<file path="config.mk">
export PLATFORM = sky130hd
export DESIGN_NAME = ussc_core
export DESIGN_NICKNAME = d
export VERILOG_FILES = /design/src/ussc_pkg.sv /design/src/ussc_core.sv
export SDC_FILE = /design/constraint.sdc
export NUM_CORES = 1
export LEC_CHECK = 0
export BUFFER_PORTS_ARGS = -buffer_cell sky130_fd_sc_hd__buf_4
export CAP_MARGIN = 20
export CELL_PAD_IN_SITES_DETAIL_PLACEMENT = 1
export CELL_PAD_IN_SITES_GLOBAL_PLACEMENT = 1
export CORE_MARGIN = 2
export CORE_UTILIZATION = 45
export DETAILED_ROUTE_END_ITERATION = 16
export PLACE_DENSITY = 0.83
export SETUP_SLACK_MARGIN = 0.1
export SYNTH_ARGS = -nofsm -noshare
export SYNTH_HDL_FRONTEND = slang
export SYNTH_SLANG_ARGS = --single-unit
</file>
<file path="constraint.sdc">
create_clock -name clk -period 2.9 [get_ports clk]
set_input_delay 0.435 -clock clk [delete_from_list [all_inputs] [get_ports clk]]
set_output_delay 0.435 -clock clk [all_outputs]
set_load 0.03 [all_outputs]
</file>
<file path="src/ussc_pkg.sv">
// Purpose: Shared constants and types for the USB engine status and control block
// Assumes: Byte-wide register port, offsets chosen locally
// Notes: Error enables, status FIFO window and engine control bits
package ussc_pkg;

  // ==========================================================
  // Register map
  localparam logic [1:0] ADDR_ERR_ENABLES = 2'h0;
  localparam logic [1:0] ADDR_STATUS_WINDOW = 2'h1;
  localparam logic [1:0] ADDR_ENGINE_CONTROL = 2'h2;
  localparam logic [1:0] ADDR_TOKEN_FLAGS = 2'h3;

  // ==========================================================
  // Field positions
  localparam int ERR_BIT_STUFF = 7;
  localparam int ERR_BUFFER = 5;
  localparam int ERR_TURNAROUND = 4;
  localparam int ERR_PARTIAL_BYTE = 3;
  localparam int ERR_CRC16 = 2;
  localparam int ERR_CRC5 = 1;
  localparam int ERR_PACKET_ID = 0;
  localparam int CTL_HOLD = 5;
  localparam int CTL_WAKEUP = 2;
  localparam int CTL_BANK_CLEAR = 1;
  localparam int CTL_ENABLE = 0;
  localparam int FLAG_TOKEN = 0;

  // ==========================================================
  // Reset values and masks
  localparam logic [7:0] ERR_ENABLES_RESET = 8'h00;
  localparam logic [7:0] ERR_ENABLES_MASK = 8'hBF;
  localparam logic [7:0] CONTROL_RESET = 8'h00;
  localparam logic [7:0] CONTROL_MASK = 8'h27;
  localparam int FIFO_DEPTH = 4;
  localparam int NUM_ENDPOINTS = 7;
  localparam logic [1:0] BANK_SELECT_RESET = 2'h0;

  // One status entry from the packet engine
  typedef struct packed {
    logic [3:0] endpoint_number;
    logic in_transfer;
    logic odd_bank;
  } ussc_status_t;

  // Register write/read request
  typedef struct packed {
    logic wr;
    logic rd;
    logic [1:0] addr;
    logic [7:0] wdata;
  } ussc_req_t;

  typedef struct packed {
    logic [7:0] err_en;
    logic hold;
    logic wakeup;
    logic enable;
    logic [1:0] bank_sel;
    logic [1:0] rd_ptr;
    logic [1:0] wr_ptr;
    logic [2:0] count;
    logic token_flag;
    logic [7:0] rdata;
    ussc_status_t [FIFO_DEPTH-1:0] fifo;
  } ussc_state_t;

endpackage : ussc_pkg
</file>
<file path="src/ussc_core.sv">
// Purpose: CPU-facing status and control logic of a full-speed USB device engine
// Assumes: Byte register port synchronous to clk, engine events are one-cycle pulses
// Notes: Reads of the status window do not pop; clearing the token flag does
`timescale 1ns/100ps

// Summary of operation
// - Enable bits 7,5,4 gate bit-stuff, buffer and turnaround error interrupts.
// - Enable bits 3..0 gate partial-byte, CRC16, CRC5 and packet-id errors.
// - Enabled error flags are ORed into one summary error bit.
// - Each finished descriptor queues a status entry behind the visible one, unless the module is disabled or the queue is full and not popped.
// - Status queue holds four six-bit entries.
// - Clearing token-complete flag advances the window to the next entry.
// - If the next entry is valid, token-complete sets again at once.
// - Status bits 7..4 give the endpoint number, 0 to 6.
// - Status bit 3 is 1 for IN transfers, 0 for OUT.
// - Status bit 2 gives the bank: 0 even, 1 odd.
// - Setup token on an enabled module sets control bit 5 and stops packet traffic.
// - Firmware clears the hold bit; engine resumes once it reads 0.
// - Control bit 2 high drives resume signalling for remote wakeup.
// - Writing 1 to control bit 1 clears bank selectors to even.
// - Bank clear touches only endpoints 5 and 6.
// - Control bit 0 enables the module; transceiver and regulator untouched.
// - Setting module enable resets engine bank selectors.
module ussc_core (
  input wire logic clk,
  input wire logic reset,
  input wire ussc_pkg::ussc_req_t req,
  output logic [7:0] rdata,
  input wire logic [7:0] error_flags,
  input wire logic status_push,
  input wire ussc_pkg::ussc_status_t status_in,
  input wire logic setup_token,
  input wire logic bank_toggle,
  input wire logic bank_toggle_ep6,
  output logic error_summary,
  output logic token_complete_flag,
  output logic token_proc_allow,
  output logic remote_wakeup_drive,
  output logic module_enable,
  output logic [1:0] bank_select
);

  // ==========================================================
  // State
  ussc_pkg::ussc_state_t state_q;
  ussc_pkg::ussc_state_t state_d;

  function automatic logic [1:0] ptr_inc(input logic [1:0] p);
    ptr_inc = p + 2'h1;
  endfunction : ptr_inc

  // True while firmware writes the register at the given offset
  function automatic logic reg_hit(input ussc_pkg::ussc_req_t r, input logic [1:0] a);
    reg_hit = r.wr && r.addr == a;
  endfunction : reg_hit

  logic pop;
  logic push;
  logic ctl_wr;
  logic [7:0] status_byte;

  assign ctl_wr = reg_hit(req, ussc_pkg::ADDR_ENGINE_CONTROL);
  // Write 1 to clear the token flag advances the window
  assign pop = reg_hit(req, ussc_pkg::ADDR_TOKEN_FLAGS)
    && req.wdata[ussc_pkg::FLAG_TOKEN] && state_q.token_flag;
  assign push = status_push && state_q.enable
    && (state_q.count < 3'(ussc_pkg::FIFO_DEPTH) || pop);
  assign status_byte = {state_q.fifo[state_q.rd_ptr].endpoint_number,
    state_q.fifo[state_q.rd_ptr].in_transfer,
    state_q.fifo[state_q.rd_ptr].odd_bank, 2'b00};

  // ==========================================================
  // Next state
  always_comb begin
    state_d = state_q;
    if (reg_hit(req, ussc_pkg::ADDR_ERR_ENABLES)) begin
      state_d.err_en = req.wdata & ussc_pkg::ERR_ENABLES_MASK;
    end
    if (ctl_wr) begin
      state_d.hold = req.wdata[ussc_pkg::CTL_HOLD];
      state_d.wakeup = req.wdata[ussc_pkg::CTL_WAKEUP];
      state_d.enable = req.wdata[ussc_pkg::CTL_ENABLE];
      if (req.wdata[ussc_pkg::CTL_ENABLE] && !state_q.enable) begin
        state_d.bank_sel = ussc_pkg::BANK_SELECT_RESET;
      end
    end
    if (bank_toggle) begin
      state_d.bank_sel[0] = ~state_q.bank_sel[0];
    end
    if (bank_toggle_ep6) begin
      state_d.bank_sel[1] = ~state_q.bank_sel[1];
    end
    if (ctl_wr && req.wdata[ussc_pkg::CTL_BANK_CLEAR]) begin
      state_d.bank_sel = ussc_pkg::BANK_SELECT_RESET;
    end
    // Setup token wins over a simultaneous firmware clear
    if (setup_token && state_q.enable) begin
      state_d.hold = 1'b1;
    end
    if (pop) begin
      state_d.rd_ptr = ptr_inc(state_q.rd_ptr);
    end
    if (push) begin
      state_d.fifo[state_q.wr_ptr] = status_in;
      state_d.wr_ptr = ptr_inc(state_q.wr_ptr);
    end
    state_d.count = state_q.count + 3'(push) - 3'(pop);
    // Flag reflects a valid visible entry, so it reasserts after a pop
    state_d.token_flag = state_d.count != 3'h0;
    unique case (req.addr)
      ussc_pkg::ADDR_ERR_ENABLES: state_d.rdata = state_q.err_en;
      ussc_pkg::ADDR_STATUS_WINDOW: state_d.rdata = status_byte;
      ussc_pkg::ADDR_ENGINE_CONTROL: state_d.rdata = {2'b00, state_q.hold, 2'b00,
        state_q.wakeup, 1'b0, state_q.enable};
      ussc_pkg::ADDR_TOKEN_FLAGS: state_d.rdata = {7'h00, state_q.token_flag};
    endcase
    if (!state_q.enable) begin
      state_d.bank_sel = ussc_pkg::BANK_SELECT_RESET;
    end
  end

  always_ff @(posedge clk or posedge reset) begin
    if (reset) begin
      state_q <= '0;
    end else begin
      state_q <= state_d;
    end
  end

  // ==========================================================
  // Outputs
  assign rdata = state_q.rdata;
  assign error_summary = |(error_flags & state_q.err_en);
  assign token_complete_flag = state_q.token_flag;
  assign token_proc_allow = state_q.enable && !state_q.hold
    && state_q.count < 3'(ussc_pkg::FIFO_DEPTH);
  assign remote_wakeup_drive = state_q.wakeup;
  assign module_enable = state_q.enable;
  assign bank_select = state_q.bank_sel;
endmodule : ussc_core

</file>
==> flow_metrics.py <==
metrics = {
    "run_status": {
        "status": "complete, no violations",
    },
    "cts": {
        "cts-htree-levels": 2,
        "cts.clk_slew.worst_paths_ns": 0.09,
        "clkSinkCount": 52,
        "cts_made_buffers": 5,
        "cts-root-buf": "clkbuf_8",
        "clock_latency_ns": 0.30,
        "cts_tree": "done",
        "cts_max_path_buffers": 2,
    },
    "yosys": {
        "synth_top_area_share_pct": 51.8,
        "yosysUniqueCellTypes": 34,
        "syn_inst": 178,
        "synth_common_cells": "dfrtp_1, mux2_2, buf_4, inv_1",
        "avgSynthCellArea_sq_um": 14.1,
        "synth_top_cell_by_area": "dfrtp_1",
        "async_flop_share_pct": 100,
        "ys.warnings.count": 0,
        "synth.area.top_cells": "dfrtp_1, mux2_2, mux4_2, buf_4, ha_1",
        "synth_edf_count": 0,
        "synth_nets": 217,
        "syn_area_sq_um": 2510,
        "ys_seq_area_share_pct": 51.8,
        "synth.most_common_cell": "dfrtp_1",
        "ys_ff_latch": 52,
        "synthFlopType": "dfrtp_1",
    },
    "finish": {
        "fillCellCount": 541,
        "areaGrowthSynthToFinish_pct": 16.6,
        "design_area_sq_um": 2930,
        "layout-drive-gt1-share_pct": 47.9,
        "final_nets": 254,
        "antenna_cells": 0,
    },
    "die": {
        "coreArea_sq_um": 5440,
        "initial_core_util_pct": 46.2,
        "io_pins": 47,
        "dieArea_sq_um": 6200,
        "rows": 27,
        "die_w_microns": 78.7,
        "die-height_microns": 78.7,
    },
    "sta": {
        "rsz0062_at_grt": "false",
        "relSlewSlack_pct": 62.4,
        "tightestPinTransition_ns": 0.564,
        "hold_viol": 0,
        "period_needed_ns": 2.63,
        "final.setup.tns_ns": 0,
        "skew_ns": 0.00888,
        "fin_crit_sh_pct": 90.8,
        "slew_violations": 0,
        "setup_viol": 0,
        "fmax_mhz": 380,
    },
    "route": {
        "wirelength_mm": 5.02,
        "dr.first_iter.drc_count": 41,
        "ant_nets": 0,
        "wl_per_cell_microns": 17.5,
        "vias": 1506,
        "drc": 0,
        "vias_per_cell": 5.25,
        "first_pass_iters": 4,
    },
    "placement": {
        "place_area_sq_um": 2840,
        "hpwl_mm": 3.74,
        "io_buffers": 43,
        "gp_congestion": 0.713,
    },
    "grt": {
        "grt_pass1_wl_mm": 8.43,
        "overflow": 0,
        "grt_use_total_pct": 17.9,
        "antenna_found_initial": 0,
        "grt_pass1_vias": 1641,
        "grt_max_degree": 28,
    },
    "worst_setup_path": {
        "worstSetupPathType": "reg -> reg",
        "reg2reg_from": "token_complete_flag",
        "cp_slowest_stage_delay_ns": 0.47,
        "cp_data_arrival_time_ns": 2.81,
        "slowest_stage": "dfrtp_2",
        "cp-end-kind": "register",
        "crit_start": "token_complete_flag",
        "critPathMaxFanout": 7,
        "crit_path_cell_trace": "and4_1, and2_1, ha_1, inv_1, ha_1, inv_1, fa_1, xnor2_1, xnor2_1, or3_1",
        "required_ns": 3.07,
        "critPathLaunchType": "register",
    },
    "hold_path": {
        "hp-class": "in -> async",
    },
    "power": {
        "peakVddDrop_mv": 0.417,
        "cellLeakagePower_nw": 1.32,
        "power.density_nw_per_um2": 869,
    },
    "job": {
        "maxCapViolCount": 0,
    },
}
[placed cells by master (no fill, tap or decap), types with 2 or more instances in the layout]
cell and n:
dfrtp_1 51, buf_4 46, mux2_2 34, xnor2_1 6
inv_1 6, nand2_1 6, mux4_2 6, ha_1 6
clkbuf_8 6, nand4_1 4, nand4b_1 4, o21ai_4 4
and2_1 4, a22o_1 4, nor2_1 3, nand3_1 2
mux2i_1 2, a22oi_1 2
[layer usage]
metal | part of all wire (%) | vias up | GRT usage [%]
met5 | 0 | - | 0
met2 | 49 | 34 | 28.4
met1 | 45 | 760 | 23.9
met4 | 1.6 | 0 | 6.49
li1 | - | 706 | -
met3 | 4.2 | 6 | 4.66
[final timing paths]
kind                       slack, ns                  end  cells past startpoint
min in group clk                0.33          state_q[44]                      3
hold reg to reg                 0.51          state_q[23]                      1
setup / recovery                0.27  token_complete_flag                     10
max in group asynchronous       1.98             rdata[6]                      3
setup reg to reg                0.27  token_complete_flag                     10
hold / removal                  0.18          state_q[15]                      2
[power breakdown]
part | switching, W | total [W] | leakage (nW) | internal, W
Combinational | 0.000392 | 0.000908 | 0.635 | 0.000516
Clock | 0.000224 | 0.000414 | 0.0473 | 0.000191
Sequential | 0.000221 | 0.00123 | 0.634 | 0.00100
Total | 0.000837 | 0.00255 | 1.32 | 0.00171
[metrics by stage]
| step | cells | hold slack (ns) | total power (W) | worst slack [ns] | util [%] |
|---|---|---|---|---|---|
| global placement | 280 | 0.474 | 0.00209 | 0.271 | 52.2 |
| detailed placement | 280 | 0.496 | 0.00215 | 0.180 | 52.2 |
| CTS | 287 | 0.203 | 0.00258 | 0.211 | 53.9 |
| finish | 287 | 0.183 | 0.00255 | 0.268 | 53.9 |
| global route | 287 | 0.219 | 0.00272 | 0.128 | 53.9 |
| floorplan | 178 | 0.453 | 0.00190 | 0.270 | - |
[state kept, by name (all words and copies together) (netlist names)]
signal and flops:
token_complete_flag 1, bank_select 2, rdata 8, remote_wakeup_drive 1, module_enable 1, state_q 39
[logic make-up (layout without fill, tap and decap cells)]
logic type | count (synthesis) | after routing | synth area share, %
compound gates | 15 | 15 | 6.62
xor+xnor | 7 | 7 | 2.44
fa+ha+maj | 7 | 7 | 3.78
buf+inv | 23 | 60 | 5.43
flops | 52 | 52 | 51.8
mux | 43 | 43 | 21.9
simple gates | 31 | 31 | 8.11
[critical path, delay by kind of cell, from the launching register on]
kind,cells,cell delay (ns)
adders and majority gates,3,0.83
xor gates and xnor gates,2,0.29
buffers and inverters,2,0.11
and+or+nand+nor,3,0.81
DFF,1,0.47
[layout make-up]
type	instances	area (sq um)	area share, %
clock buffer	6	82.6	2.82
clock inverter	1	8.76	0.299
inverter	7	26.3	0.896
multi-input combinational	103	1080	36.7
sequential	52	1300	44.4
tap	72	90.1	3.07
timing repair buffer	46	345	11.8
[what timing repair did]
action                                  in CTS  in global routing
hold buffers                                 0                  0
setup buffers                                0                  0
endpoints found under the setup margin       0                  1
hold endpoints to repair                     0                  0
resized for setup                            0                  1
(Power assumes the default switching activity.)
